## config.mk

```make
export PLATFORM = sky130hd
export DESIGN_NAME = ada_dma_dev_flat
export DESIGN_NICKNAME = d
export VERILOG_FILES = /design/src/ada_pkg.sv /design/src/ada_link_if.sv /design/src/ada_dma_dev.sv /design/src/flat_wrapper.sv
export VERILOG_INCLUDE_DIRS = /design/src
export SDC_FILE = /design/constraint.sdc
export NUM_CORES = 1
export LEC_CHECK = 0
export BUFFER_PORTS_ARGS = -buffer_cell sky130_fd_sc_hd__buf_2
export CAP_MARGIN = 10
export CORE_MARGIN = 2
export CORE_UTILIZATION = 25
export CTS_CLUSTER_DIAMETER = 80
export CTS_CLUSTER_SIZE = 12
export DETAILED_ROUTE_END_ITERATION = 8
export PLACE_DENSITY = 0.48
export SETUP_SLACK_MARGIN = 0.15
export SLEW_MARGIN = 20
export SYNTH_ARGS = -nofsm -noshare
export SYNTH_HDL_FRONTEND = slang
export SYNTH_SLANG_ARGS = --single-unit
```

## constraint.sdc

```tcl
create_clock -name mclk -period 3.6 [get_ports mclk]
set_input_delay 0.54 -clock mclk [delete_from_list [all_inputs] [get_ports mclk]]
set_output_delay 0.54 -clock mclk [all_outputs]
set_load 0.1 [all_outputs]
```

## src/ada_defs.svh

```systemverilog
// Function
// - second end-of-page before clear: error, pause
// - status read clears bits, resumes paused channel
// - status bit 0 after end-of-page data moved
// - software loads table pointer before enabling
// - enable loads pointer as first descriptor
// - pointer advances by eight per descriptor
// - pointer reads show next descriptor address
// - software keeps pointer bits 1:0 zero
// - descriptor is two words, first is base
// - bit 31 ends the descriptor table
// - bit 30 marks end-of-page descriptor
// - bit 29 redirects fetching, no data
// - software writes descriptor bits 28:16 zero
// - bits 15:0 give region byte count
// - command bit 3: 0 reads, 1 writes
// - inbound slot 5 channel: direction one
// - reserved command bits written and read zero
// - slot 5 outbound and inbound 16-bit samples
// - fourth channel slot 6 or 11 selected
// - enable bit starts, clearing it disables
// - disable only when paused or table ended
// - fourth channel: direction bit zero
`ifndef ADA_DEFS_SVH
`define ADA_DEFS_SVH
// ----------------------------------------------------------------
// register offsets
// ----------------------------------------------------------------
`define ADA_OFF_CMD_O5 8'h30
`define ADA_OFF_STS_O5 8'h31
`define ADA_OFF_PTR_O5 8'h34
`define ADA_OFF_CMD_I5 8'h38
`define ADA_OFF_STS_I5 8'h39
`define ADA_OFF_PTR_I5 8'h3c
`define ADA_OFF_CMD_O6 8'h40
`define ADA_OFF_STS_O6 8'h41
`define ADA_OFF_PTR_O6 8'h44
// ----------------------------------------------------------------
// fields, masks and steps
// ----------------------------------------------------------------
`define ADA_NCH 3
`define ADA_CH_O5 2'h0
`define ADA_CH_I5 2'h1
`define ADA_CH_O6 2'h2
`define ADA_CMD_EN 0
`define ADA_CMD_DIR 3
`define ADA_CMD_MASK 8'h09
`define ADA_STS_EOP 0
`define ADA_STS_ERR 1
`define ADA_PTR_MASK 32'hffff_fffc
`define ADA_PTR_STEP 32'h0000_0008
`define ADA_WORD_STEP 32'h0000_0004
`define ADA_D_EOT 31
`define ADA_D_EOP 30
`define ADA_D_JMP 29
`define ADA_D_RSV 32'h1fff_0000
`define ADA_CNT_W 16
`define ADA_SAMPLE_BYTES 16'h0002
`define ADA_BE_LO 4'h3
`define ADA_BE_HI 4'hc
`define ADA_RST_CMD 8'h00
`define ADA_RST_STS 2'h0
`define ADA_RST_PTR 32'h0000_0000
`endif

```

## src/ada_pkg.sv

```systemverilog
`include "ada_defs.svh"
package ada_pkg;
    // one-hot channel sequencer states
    typedef enum logic [8:0] {
        ADA_IDLE = 9'h001,
        ADA_FETCH0 = 9'h002,
        ADA_FETCH1 = 9'h004,
        ADA_XFER = 9'h008,
        ADA_MRD = 9'h010,
        ADA_PUSH = 9'h020,
        ADA_MWR = 9'h040,
        ADA_PAUSE = 9'h080,
        ADA_DONE = 9'h100
    } ada_state_t;

    typedef enum logic [1:0] {
        ADA_K_NONE = 2'h0,
        ADA_K_CMD = 2'h1,
        ADA_K_STS = 2'h2,
        ADA_K_PTR = 2'h3
    } ada_kind_t;

    typedef struct packed {
        ada_kind_t kind;
        logic [1:0] ch;
    } ada_dec_t;

    // register offset to channel and register kind
    function automatic ada_dec_t ada_decode(input logic [7:0] a);
        ada_dec_t r;
        r = '{kind: ADA_K_NONE, ch: `ADA_CH_O5};
        if (a == `ADA_OFF_CMD_O5) r = '{ADA_K_CMD, `ADA_CH_O5};
        else if (a == `ADA_OFF_STS_O5) r = '{ADA_K_STS, `ADA_CH_O5};
        else if (a == `ADA_OFF_PTR_O5) r = '{ADA_K_PTR, `ADA_CH_O5};
        else if (a == `ADA_OFF_CMD_I5) r = '{ADA_K_CMD, `ADA_CH_I5};
        else if (a == `ADA_OFF_STS_I5) r = '{ADA_K_STS, `ADA_CH_I5};
        else if (a == `ADA_OFF_PTR_I5) r = '{ADA_K_PTR, `ADA_CH_I5};
        else if (a == `ADA_OFF_CMD_O6) r = '{ADA_K_CMD, `ADA_CH_O6};
        else if (a == `ADA_OFF_STS_O6) r = '{ADA_K_STS, `ADA_CH_O6};
        else if (a == `ADA_OFF_PTR_O6) r = '{ADA_K_PTR, `ADA_CH_O6};
        return r;
    endfunction : ada_decode
endpackage : ada_pkg

```

## src/ada_link_if.sv

```systemverilog
`timescale 1ns/10ps
interface ada_link_if;
    // register port: host issues, device answers next cycle
    logic reg_wr;
    logic reg_rd;
    logic [7:0] reg_addr;
    logic [31:0] reg_wdata;
    logic [31:0] reg_rdata;
    logic reg_rvalid;
    // memory port: device is bus master, host is memory
    logic mem_req;
    logic mem_we;
    logic [31:0] mem_addr;
    logic [3:0] mem_be;
    logic [31:0] mem_wdata;
    logic mem_ack;
    logic [31:0] mem_rdata;

    modport dev (
        input reg_wr, reg_rd, reg_addr, reg_wdata,
        output reg_rdata, reg_rvalid,
        output mem_req, mem_we, mem_addr, mem_be, mem_wdata,
        input mem_ack, mem_rdata
    );
    modport host (
        output reg_wr, reg_rd, reg_addr, reg_wdata,
        input reg_rdata, reg_rvalid,
        input mem_req, mem_we, mem_addr, mem_be, mem_wdata,
        output mem_ack, mem_rdata
    );
endinterface : ada_link_if

```

## src/ada_dma_dev.sv

```systemverilog
`timescale 1ns/10ps
`include "ada_defs.svh"
module ada_dma_dev (
    ada_link_if.dev lnk,
    input wire logic mclk,
    input wire logic reset_n,
    output logic [`ADA_NCH-1:0][15:0] tx_data,
    output logic [`ADA_NCH-1:0] tx_valid,
    input wire logic [`ADA_NCH-1:0] tx_ready,
    input wire logic [`ADA_NCH-1:0][15:0] rx_data,
    input wire logic [`ADA_NCH-1:0] rx_valid,
    output logic [`ADA_NCH-1:0] rx_ready,
    input wire logic slot11_sel,
    output logic tx_slot11
);
    localparam int NCH = `ADA_NCH;

    ada_pkg::ada_dec_t dec;
    logic [7:0] cmd_r [NCH];
    logic [1:0] sts_r [NCH];
    logic [31:0] ptr_r [NCH];
    logic mreq [NCH];
    logic mwe [NCH];
    logic [31:0] maddr [NCH];
    logic [3:0] mbe [NCH];
    logic [31:0] mwdat [NCH];
    logic [1:0] own_q, own_d, owner;
    logic busy_q, busy_d;
    logic [31:0] rdata_q, rdata_d;
    logic rvalid_q;
    logic slot_q;

    assign dec = ada_pkg::ada_decode(lnk.reg_addr);

    // ----------------------------------------------------------------
    // per-channel descriptor sequencer
    // ----------------------------------------------------------------
    for (genvar c = 0; c < NCH; c++) begin : g_ch
        ada_pkg::ada_state_t st_q, st_d;
        logic [7:0] cmd_q, cmd_d;
        logic [1:0] sts_q, sts_d;
        logic [31:0] ptr_q, ptr_d, base_q, base_d, wdat_q, wdat_d;
        logic [`ADA_CNT_W-1:0] rem_q, rem_d;
        logic eop_q, eop_d, eot_q, eot_d;
        logic [15:0] txd_q, txd_d;
        logic txv_q, txv_d;
        logic wr_cmd, wr_ptr, rd_sts, ack, hit;

        assign hit = dec.ch == 2'(c);
        assign wr_cmd = lnk.reg_wr && hit && dec.kind == ada_pkg::ADA_K_CMD;
        assign wr_ptr = lnk.reg_wr && hit && dec.kind == ada_pkg::ADA_K_PTR;
        assign rd_sts = lnk.reg_rd && hit && dec.kind == ada_pkg::ADA_K_STS;
        assign ack = lnk.mem_ack && owner == 2'(c);
        assign cmd_r[c] = cmd_q;
        assign sts_r[c] = sts_q;
        assign ptr_r[c] = ptr_q;
        assign tx_data[c] = txd_q;
        assign tx_valid[c] = txv_q;
        assign mwdat[c] = wdat_q;
        // inbound sample taken only while a region has bytes left
        assign rx_ready[c] = st_q == ada_pkg::ADA_XFER && rem_q != '0
            && cmd_q[`ADA_CMD_DIR];

        // next-state and register updates
        always_comb begin
            st_d = st_q;
            cmd_d = cmd_q;
            sts_d = sts_q;
            ptr_d = ptr_q;
            base_d = base_q;
            wdat_d = wdat_q;
            rem_d = rem_q;
            eop_d = eop_q;
            eot_d = eot_q;
            txd_d = txd_q;
            txv_d = txv_q;
            mreq[c] = 1'b0;
            mwe[c] = 1'b0;
            maddr[c] = ptr_q;
            mbe[c] = 4'hf;
            // only enable and direction are stored; rest reads zero
            if (wr_cmd) cmd_d = lnk.reg_wdata[7:0] & `ADA_CMD_MASK;
            if (wr_ptr) ptr_d = lnk.reg_wdata & `ADA_PTR_MASK;
            // a status read clears; sets below still win
            if (rd_sts) sts_d = `ADA_RST_STS;
            case (st_q)
                ada_pkg::ADA_IDLE, ada_pkg::ADA_DONE: begin
                    // pointer register is the first fetch address
                    if (wr_cmd && lnk.reg_wdata[`ADA_CMD_EN])
                        st_d = ada_pkg::ADA_FETCH0;
                end
                ada_pkg::ADA_FETCH0: begin
                    mreq[c] = 1'b1;
                    if (ack) begin
                        base_d = lnk.mem_rdata;
                        st_d = ada_pkg::ADA_FETCH1;
                    end
                end
                ada_pkg::ADA_FETCH1: begin
                    mreq[c] = 1'b1;
                    maddr[c] = ptr_q + `ADA_WORD_STEP;
                    if (ack) begin
                        // register now names the following entry
                        ptr_d = ptr_q + `ADA_PTR_STEP;
                        eot_d = lnk.mem_rdata[`ADA_D_EOT];
                        eop_d = lnk.mem_rdata[`ADA_D_EOP];
                        rem_d = lnk.mem_rdata[`ADA_CNT_W-1:0];
                        if (lnk.mem_rdata[`ADA_D_JMP]) begin
                            ptr_d = base_q & `ADA_PTR_MASK;
                            st_d = ada_pkg::ADA_FETCH0;
                        end else begin
                            st_d = ada_pkg::ADA_XFER;
                        end
                    end
                end
                ada_pkg::ADA_XFER: begin
                    if (rem_q == '0) begin
                        if (eop_q && sts_q[`ADA_STS_EOP] && !rd_sts) begin
                            sts_d[`ADA_STS_ERR] = 1'b1;
                            st_d = ada_pkg::ADA_PAUSE;
                        end else begin
                            if (eop_q) sts_d[`ADA_STS_EOP] = 1'b1;
                            st_d = eot_q ? ada_pkg::ADA_DONE
                                : ada_pkg::ADA_FETCH0;
                        end
                    end else if (!cmd_q[`ADA_CMD_DIR]) begin
                        st_d = ada_pkg::ADA_MRD;
                    end else if (rx_valid[c]) begin
                        wdat_d = {rx_data[c], rx_data[c]};
                        st_d = ada_pkg::ADA_MWR;
                    end
                end
                ada_pkg::ADA_MRD: begin
                    mreq[c] = 1'b1;
                    maddr[c] = base_q & `ADA_PTR_MASK;
                    if (ack) begin
                        txd_d = base_q[1] ? lnk.mem_rdata[31:16]
                            : lnk.mem_rdata[15:0];
                        txv_d = 1'b1;
                        st_d = ada_pkg::ADA_PUSH;
                    end
                end
                ada_pkg::ADA_PUSH: begin
                    if (tx_ready[c]) begin
                        txv_d = 1'b0;
                        base_d = base_q + 32'(`ADA_SAMPLE_BYTES);
                        rem_d = rem_q < `ADA_SAMPLE_BYTES ? '0
                            : rem_q - `ADA_SAMPLE_BYTES;
                        st_d = ada_pkg::ADA_XFER;
                    end
                end
                ada_pkg::ADA_MWR: begin
                    mreq[c] = 1'b1;
                    mwe[c] = 1'b1;
                    maddr[c] = base_q & `ADA_PTR_MASK;
                    mbe[c] = base_q[1] ? `ADA_BE_HI : `ADA_BE_LO;
                    if (ack) begin
                        base_d = base_q + 32'(`ADA_SAMPLE_BYTES);
                        rem_d = rem_q < `ADA_SAMPLE_BYTES ? '0
                            : rem_q - `ADA_SAMPLE_BYTES;
                        st_d = ada_pkg::ADA_XFER;
                    end
                end
                ada_pkg::ADA_PAUSE: begin
                    // the read cleared the first mark; report this one
                    if (rd_sts) begin
                        sts_d[`ADA_STS_EOP] = 1'b1;
                        st_d = eot_q ? ada_pkg::ADA_DONE
                            : ada_pkg::ADA_FETCH0;
                    end
                end
                default: st_d = ada_pkg::ADA_IDLE;
            endcase
            // disable mid-transfer is undefined; we simply drop to idle
            if (wr_cmd && !lnk.reg_wdata[`ADA_CMD_EN]) begin
                st_d = ada_pkg::ADA_IDLE;
                txv_d = 1'b0;
            end
        end

        // registers; everything software sees resets to zero
        always_ff @(posedge mclk or negedge reset_n) begin
            if (!reset_n) begin
                st_q <= ada_pkg::ADA_IDLE;
                cmd_q <= `ADA_RST_CMD;
                sts_q <= `ADA_RST_STS;
                ptr_q <= `ADA_RST_PTR;
                base_q <= '0;
                wdat_q <= '0;
                rem_q <= '0;
                eop_q <= 1'b0;
                eot_q <= 1'b0;
                txd_q <= '0;
                txv_q <= 1'b0;
            end else begin
                st_q <= st_d;
                cmd_q <= cmd_d;
                sts_q <= sts_d;
                ptr_q <= ptr_d;
                base_q <= base_d;
                wdat_q <= wdat_d;
                rem_q <= rem_d;
                eop_q <= eop_d;
                eot_q <= eot_d;
                txd_q <= txd_d;
                txv_q <= txv_d;
            end
        end
    end

    // ----------------------------------------------------------------
    // memory master arbiter and register readback
    // ----------------------------------------------------------------
    // lowest channel wins; grant held until the memory acknowledges
    always_comb begin
        owner = own_q;
        if (!busy_q) begin
            for (int i = NCH - 1; i >= 0; i--) begin
                if (mreq[i]) owner = 2'(i);
            end
        end
        lnk.mem_req = mreq[owner];
        lnk.mem_we = mwe[owner];
        lnk.mem_addr = maddr[owner];
        lnk.mem_be = mbe[owner];
        lnk.mem_wdata = mwdat[owner];
        own_d = owner;
        busy_d = lnk.mem_req && !lnk.mem_ack;
    end

    // unmapped offsets read zero; reserved status bits read zero
    // data holds between reads so a late sampler still sees it
    always_comb begin
        rdata_d = '0;
        if (!lnk.reg_rd)
            rdata_d = rdata_q;
        else if (dec.kind == ada_pkg::ADA_K_CMD)
            rdata_d = {24'h00_0000, cmd_r[dec.ch]};
        else if (dec.kind == ada_pkg::ADA_K_STS)
            rdata_d = {30'h0000_0000, sts_r[dec.ch]};
        else if (dec.kind == ada_pkg::ADA_K_PTR)
            rdata_d = ptr_r[dec.ch];
    end

    assign lnk.reg_rdata = rdata_q;
    assign lnk.reg_rvalid = rvalid_q;
    assign tx_slot11 = slot_q;

    always_ff @(posedge mclk or negedge reset_n) begin
        if (!reset_n) begin
            own_q <= `ADA_CH_O5;
            busy_q <= 1'b0;
            rdata_q <= '0;
            rvalid_q <= 1'b0;
            slot_q <= 1'b0;
        end else begin
            own_q <= own_d;
            busy_q <= busy_d;
            rdata_q <= rdata_d;
            rvalid_q <= lnk.reg_rd;
            slot_q <= slot11_sel;
        end
    end
endmodule : ada_dma_dev

```

## src/flat_wrapper.sv

```systemverilog
// flat-port wrapper written by rule: the top's interface ports become plain ports
module ada_dma_dev_flat 
  (mclk, reset_n, tx_data, tx_valid, tx_ready, rx_data, rx_valid, rx_ready, slot11_sel, tx_slot11, lnk_reg_wr, lnk_reg_rd, lnk_reg_addr, lnk_reg_wdata, lnk_reg_rdata, lnk_reg_rvalid, lnk_mem_req, lnk_mem_we, lnk_mem_addr, lnk_mem_be, lnk_mem_wdata, lnk_mem_ack, lnk_mem_rdata);
  ada_link_if lnk_i ();
  input wire logic mclk;
  input wire logic reset_n;
  output logic [`ADA_NCH-1:0][15:0] tx_data;
  output logic [`ADA_NCH-1:0] tx_valid;
  input wire logic [`ADA_NCH-1:0] tx_ready;
  input wire logic [`ADA_NCH-1:0][15:0] rx_data;
  input wire logic [`ADA_NCH-1:0] rx_valid;
  output logic [`ADA_NCH-1:0] rx_ready;
  input wire logic slot11_sel;
  output logic tx_slot11;
  input wire logic [$bits(lnk_i.reg_wr)-1:0] lnk_reg_wr;
  input wire logic [$bits(lnk_i.reg_rd)-1:0] lnk_reg_rd;
  input wire logic [$bits(lnk_i.reg_addr)-1:0] lnk_reg_addr;
  input wire logic [$bits(lnk_i.reg_wdata)-1:0] lnk_reg_wdata;
  output wire logic [$bits(lnk_i.reg_rdata)-1:0] lnk_reg_rdata;
  output wire logic [$bits(lnk_i.reg_rvalid)-1:0] lnk_reg_rvalid;
  output wire logic [$bits(lnk_i.mem_req)-1:0] lnk_mem_req;
  output wire logic [$bits(lnk_i.mem_we)-1:0] lnk_mem_we;
  output wire logic [$bits(lnk_i.mem_addr)-1:0] lnk_mem_addr;
  output wire logic [$bits(lnk_i.mem_be)-1:0] lnk_mem_be;
  output wire logic [$bits(lnk_i.mem_wdata)-1:0] lnk_mem_wdata;
  input wire logic [$bits(lnk_i.mem_ack)-1:0] lnk_mem_ack;
  input wire logic [$bits(lnk_i.mem_rdata)-1:0] lnk_mem_rdata;
  assign lnk_i.reg_wr = lnk_reg_wr;
  assign lnk_i.reg_rd = lnk_reg_rd;
  assign lnk_i.reg_addr = lnk_reg_addr;
  assign lnk_i.reg_wdata = lnk_reg_wdata;
  assign lnk_reg_rdata = lnk_i.reg_rdata;
  assign lnk_reg_rvalid = lnk_i.reg_rvalid;
  assign lnk_mem_req = lnk_i.mem_req;
  assign lnk_mem_we = lnk_i.mem_we;
  assign lnk_mem_addr = lnk_i.mem_addr;
  assign lnk_mem_be = lnk_i.mem_be;
  assign lnk_mem_wdata = lnk_i.mem_wdata;
  assign lnk_i.mem_ack = lnk_mem_ack;
  assign lnk_i.mem_rdata = lnk_mem_rdata;
  ada_dma_dev u_core (.lnk(lnk_i), .mclk(mclk), .reset_n(reset_n), .tx_data(tx_data), .tx_valid(tx_valid), .tx_ready(tx_ready), .rx_data(rx_data), .rx_valid(rx_valid), .rx_ready(rx_ready), .slot11_sel(slot11_sel), .tx_slot11(tx_slot11));
endmodule
```

==> flow_metrics.py <==
metrics = {
    "clock_network": {
        "root_buffer": "clkbuf_16",
        "cts_max_path_buffers": 3,
        "worst_setup_hold_path_clk_slew_ns": 0.06,
        "cts_htree_levels": 2,
        "cts_tree": "yes",
        "cts_sinks": 418,
        "cts_buffers": 49,
        "clk_latency_ns": 0.68,
    },
    "critical_path": {
        "worst_path_largest_cell_delay_ns": 0.59,
        "crit_path_end_kind": "output pin",
        "cp_top_family": "compound AO/OA/AOI/OAI gates",
        "critPathRequiredTime_ns": 3.06,
        "cp.arrival_ns": 3.50,
        "critPathKind": "reg2out",
        "crit_slowest_cell": "or4_4",
        "start_kind": "flop",
        "path_cells": "or4_4, or3_4, o221a_4, a21oi_4, buf_12, buf_8, a221o_1, a21oi_2, o32ai_4, buf_12",
        "cp_max_fo": 4,
        "cp_common_cell": "buf_12",
        "critical_path_buf_inv_count": 3,
    },
    "timing": {
        "fin_ws_ns": -0.439,
        "slew_violations": 0,
        "rsz0062_at_grt": "yes",
        "fin_tns_setup_ns": -20.02,
        "max_freq_mhz": 248,
        "relSlewSlack": 0.298,
        "fin_crit_sh": 1.12,
        "clock_skew_ns": 0.0321,
        "setup_viol": 70,
        "period_minus_slack_ns": 4.04,
        "worst_pin_slew_ns": 1.05,
        "final-hold-violation-count": 0,
    },
    "global_route": {
        "grt_pass1_vias": 29215,
        "grt_usage": 0.247,
        "grt.busiest_layer": "met2",
        "use_met2": 0.383,
        "grt_pass1_wl_um": 214000,
        "grt_overflow": 0,
        "antenna_found_initial": 21,
        "met3_usage": 0.0523,
        "grt_max_degree": 86,
        "use_met1": 0.329,
    },
    "drt": {
        "avgRoutedWirePerCell_um": 27.2,
        "ant_nets": 0,
        "routed_wl_um": 151000,
        "first_iter_violations": 3519,
        "drc": 0,
        "vias_per_cell": 5.61,
        "drtPass1Iterations": 6,
        "vias": 31100,
    },
    "yosys": {
        "async_flop_share": 1.00,
        "synthCells": 3572,
        "netlist_area_um2": 29000,
        "syn_avg_cell_area_um2": 8.12,
        "ys_seq_elements": 418,
        "yosys_warnings": 0,
        "synth-edff-count": 0,
        "synth_ff_type": "dfrtp_1",
        "ys_seq_area_frac": 0.361,
        "synth.distinct_cells": 105,
        "syn_nets": 3716,
    },
    "power": {
        "p_comb_frac": 0.618,
        "p_seq_frac": 0.230,
        "p_total_uw": 34500,
        "p_int_uw": 17200,
        "p_sw_frac": 0.503,
        "power_frac_clock": 0.153,
        "power_switching_uw": 17400,
        "ir_drop_uv": 858,
        "leakagePower_uw": 0.0158,
        "power_density_nw_per_um2": 884,
    },
    "place": {
        "gp_congestion": 0.990,
        "dp_hpwl_um": 111000,
        "dp_worst_setup_slack_ns": -0.286,
        "io_buffers": 288,
        "place_area_um2": 35600,
    },
    "floorplan": {
        "start_util": 0.253,
        "design.core.area_um2": 115000,
        "die_area_um2": 119000,
        "std_cell_rows": 124,
        "die_h_um": 345,
        "fp.dieW_um": 345,
        "io_pins": 290,
    },
    "layout": {
        "final_common_cell": "nand2_1",
        "num-nets-final": 4145,
        "layout-drive-gt1-share": 0.281,
        "design_area_um2": 39100,
        "nFillCells": 11879,
        "area_growth_pct": 34.8,
        "layout_common_cells": "nand2_1, dfrtp_1, o21ai_0",
        "multi_input_area_um2": 18400,
        "regArea_um2": 10500,
    },
    "run_status": {
        "status": "finished with violations",
        "violations": "setup timing",
    },
    "job": {
        "max_cap_viol_count": 0,
    },
    "min_path": {
        "min_path_type": "in2reg",
    },
}
==> layout make-up <==
class / instances / share of cell area
Antenna cell: 5 / 0.000320
Inverter: 59 / 0.00621
Tap cell: 1512 / 0.0484
Timing Repair Buffer: 717 / 0.167
Clock buffer: 57 / 0.0335
Sequential cell: 418 / 0.268
Multi-Input combinational cell: 2754 / 0.470
Clock inverter: 18 / 0.00627
Timing Repair inverter: 2 / 0.000640
==> worst paths after layout <==
check	from	to	slack, ns	cells after the start
min in group asynchronous	reset_n	u_core.lnk.reg_rvalid	0.49	2
max in group asynchronous	reset_n	u_core.g_ch[2].rem_q[14]	2.09	3
worst max register to register	u_core.g_ch[0].st_q[0]	u_core.g_ch[1].rem_q[0]	0.38	13
worst min register to register	u_core.g_ch[1].txd_q[13]	u_core.g_ch[1].txd_q[13]	0.47	2
worst min-delay path	rx_data[21]	u_core.g_ch[1].wdat_q[21]	0.10	2
worst max-delay path	u_core.g_ch[0].st_q[0]	lnk_mem_addr[28]	-0.44	10
==> kinds of logic after synthesis <==
kind of cell | synth area share
buffers and inverters | 0.0616
XOR/XNOR | 0.0284
AO/OA/AOI/OAI | 0.244
adder cells (fa/ha/maj) | 0.00518
flip-flops | 0.361
multiplexers | 0.0895
AND/OR/NAND/NOR | 0.210
==> Yosys cell counts, types with 14 or more instances <==
| library cell | n | area [um2] |
|---|---|---|
| nand4_1 | 72 | 450 |
| o22ai_1 | 60 | 375 |
| nor2_1 | 206 | 773 |
| and3_1 | 40 | 250 |
| a221oi_1 | 21 | 184 |
| o31ai_1 | 21 | 158 |
| o311ai_0 | 14 | 123 |
| inv_1 | 58 | 218 |
| or3_1 | 16 | 100 |
| dfrtp_1 | 415 | 10400 |
| buf_4 | 24 | 180 |
| nor3_1 | 87 | 435 |
| a211oi_1 | 53 | 398 |
| and4_1 | 28 | 245 |
| o211ai_1 | 18 | 135 |
| nand3_1 | 131 | 656 |
| buf_2 | 41 | 205 |
| mux2i_1 | 159 | 1590 |
| xor2_1 | 46 | 403 |
| nor4_1 | 49 | 307 |
| nand2_1 | 457 | 1720 |
| mux2_2 | 88 | 991 |
| o21ai_0 | 414 | 2070 |
| a221o_1 | 14 | 140 |
| a21oi_1 | 318 | 1590 |
| nor2b_1 | 26 | 163 |
| and2_1 | 19 | 119 |
| xnor2_1 | 48 | 420 |
| buf_1 | 27 | 101 |
| o32ai_1 | 14 | 123 |
| a22oi_1 | 16 | 120 |
| nand2b_1 | 16 | 100 |
| a31oi_1 | 39 | 244 |
| or2_2 | 18 | 113 |
| clkbuf_1 | 231 | 867 |
==> per-stage QoR <==
step / instances / utilization / hold slack, ns
after floorplan: 3572 / - / 0.244
after global placement: 5391 / 0.311 / 0.458
after detailed placement: 5391 / 0.311 / 0.465
after CTS: 5520 / 0.336 / 0.0659
after global routing: 5539 / 0.341 / 0.0913
final: 5542 / 0.341 / 0.101
==> registers in the layout (all words and copies together) (netlist names), 6 cells and up <==
register	count
u_core.g_ch.wdat_q	48
u_core.g_ch.base_q	93
u_core.g_ch.rem_q	48
u_core.g_ch.cmd_q	6
u_core.g_ch.sts_q	6
u_core.g_ch.st_q	27
u_core.g_ch.txd_q	48
u_core.lnk.reg_rdata	32
u_core.g_ch.ptr_q	96
==> power groups by stage <==
| stage | Clock (uW) | Combinational, uW | Sequential (uW) |
|---|---|---|---|
| floorplan | 0 | 11000 | 7370 |
| global route | 5540 | 22300 | 8040 |
| CTS | 5380 | 20500 | 7820 |
| global placement | 0 | 18300 | 7860 |
| finish | 5270 | 21300 | 7930 |
| detailed placement | 0 | 18400 | 7860 |
==> layer usage <==
metal,share of wire,vias up
met5,0.0012,-
met4,0.055,28
met3,0.085,351
met1,0.41,15221
li1,-,14003
met2,0.45,1497
==> worst register-to-register path: stages, from the launching register on <==
cell,delay (ns)
dfstp_2,0.37
or4_4,0.59
or3_4,0.37
buf_4,0.14
buf_6,0.11
o221ai_4,0.20
o22ai_4,0.11
buf_6,0.16
buf_12,0.15
buf_4,0.16
a31oi_2,0.26
nand2b_1,0.14
buf_4,0.22
o21ai_0,0.13
==> repair_timing <==
action,4_1_cts,5_1_grt
hold endpoints to repair,60,0
hold buffers,2,0
setup buffers,47,16
endpoints found under the setup margin,73,74
resized for setup,196,89
pin swaps,40,44
cloned,5,1
No activity file was read; power rests on OpenSTA's default activity.
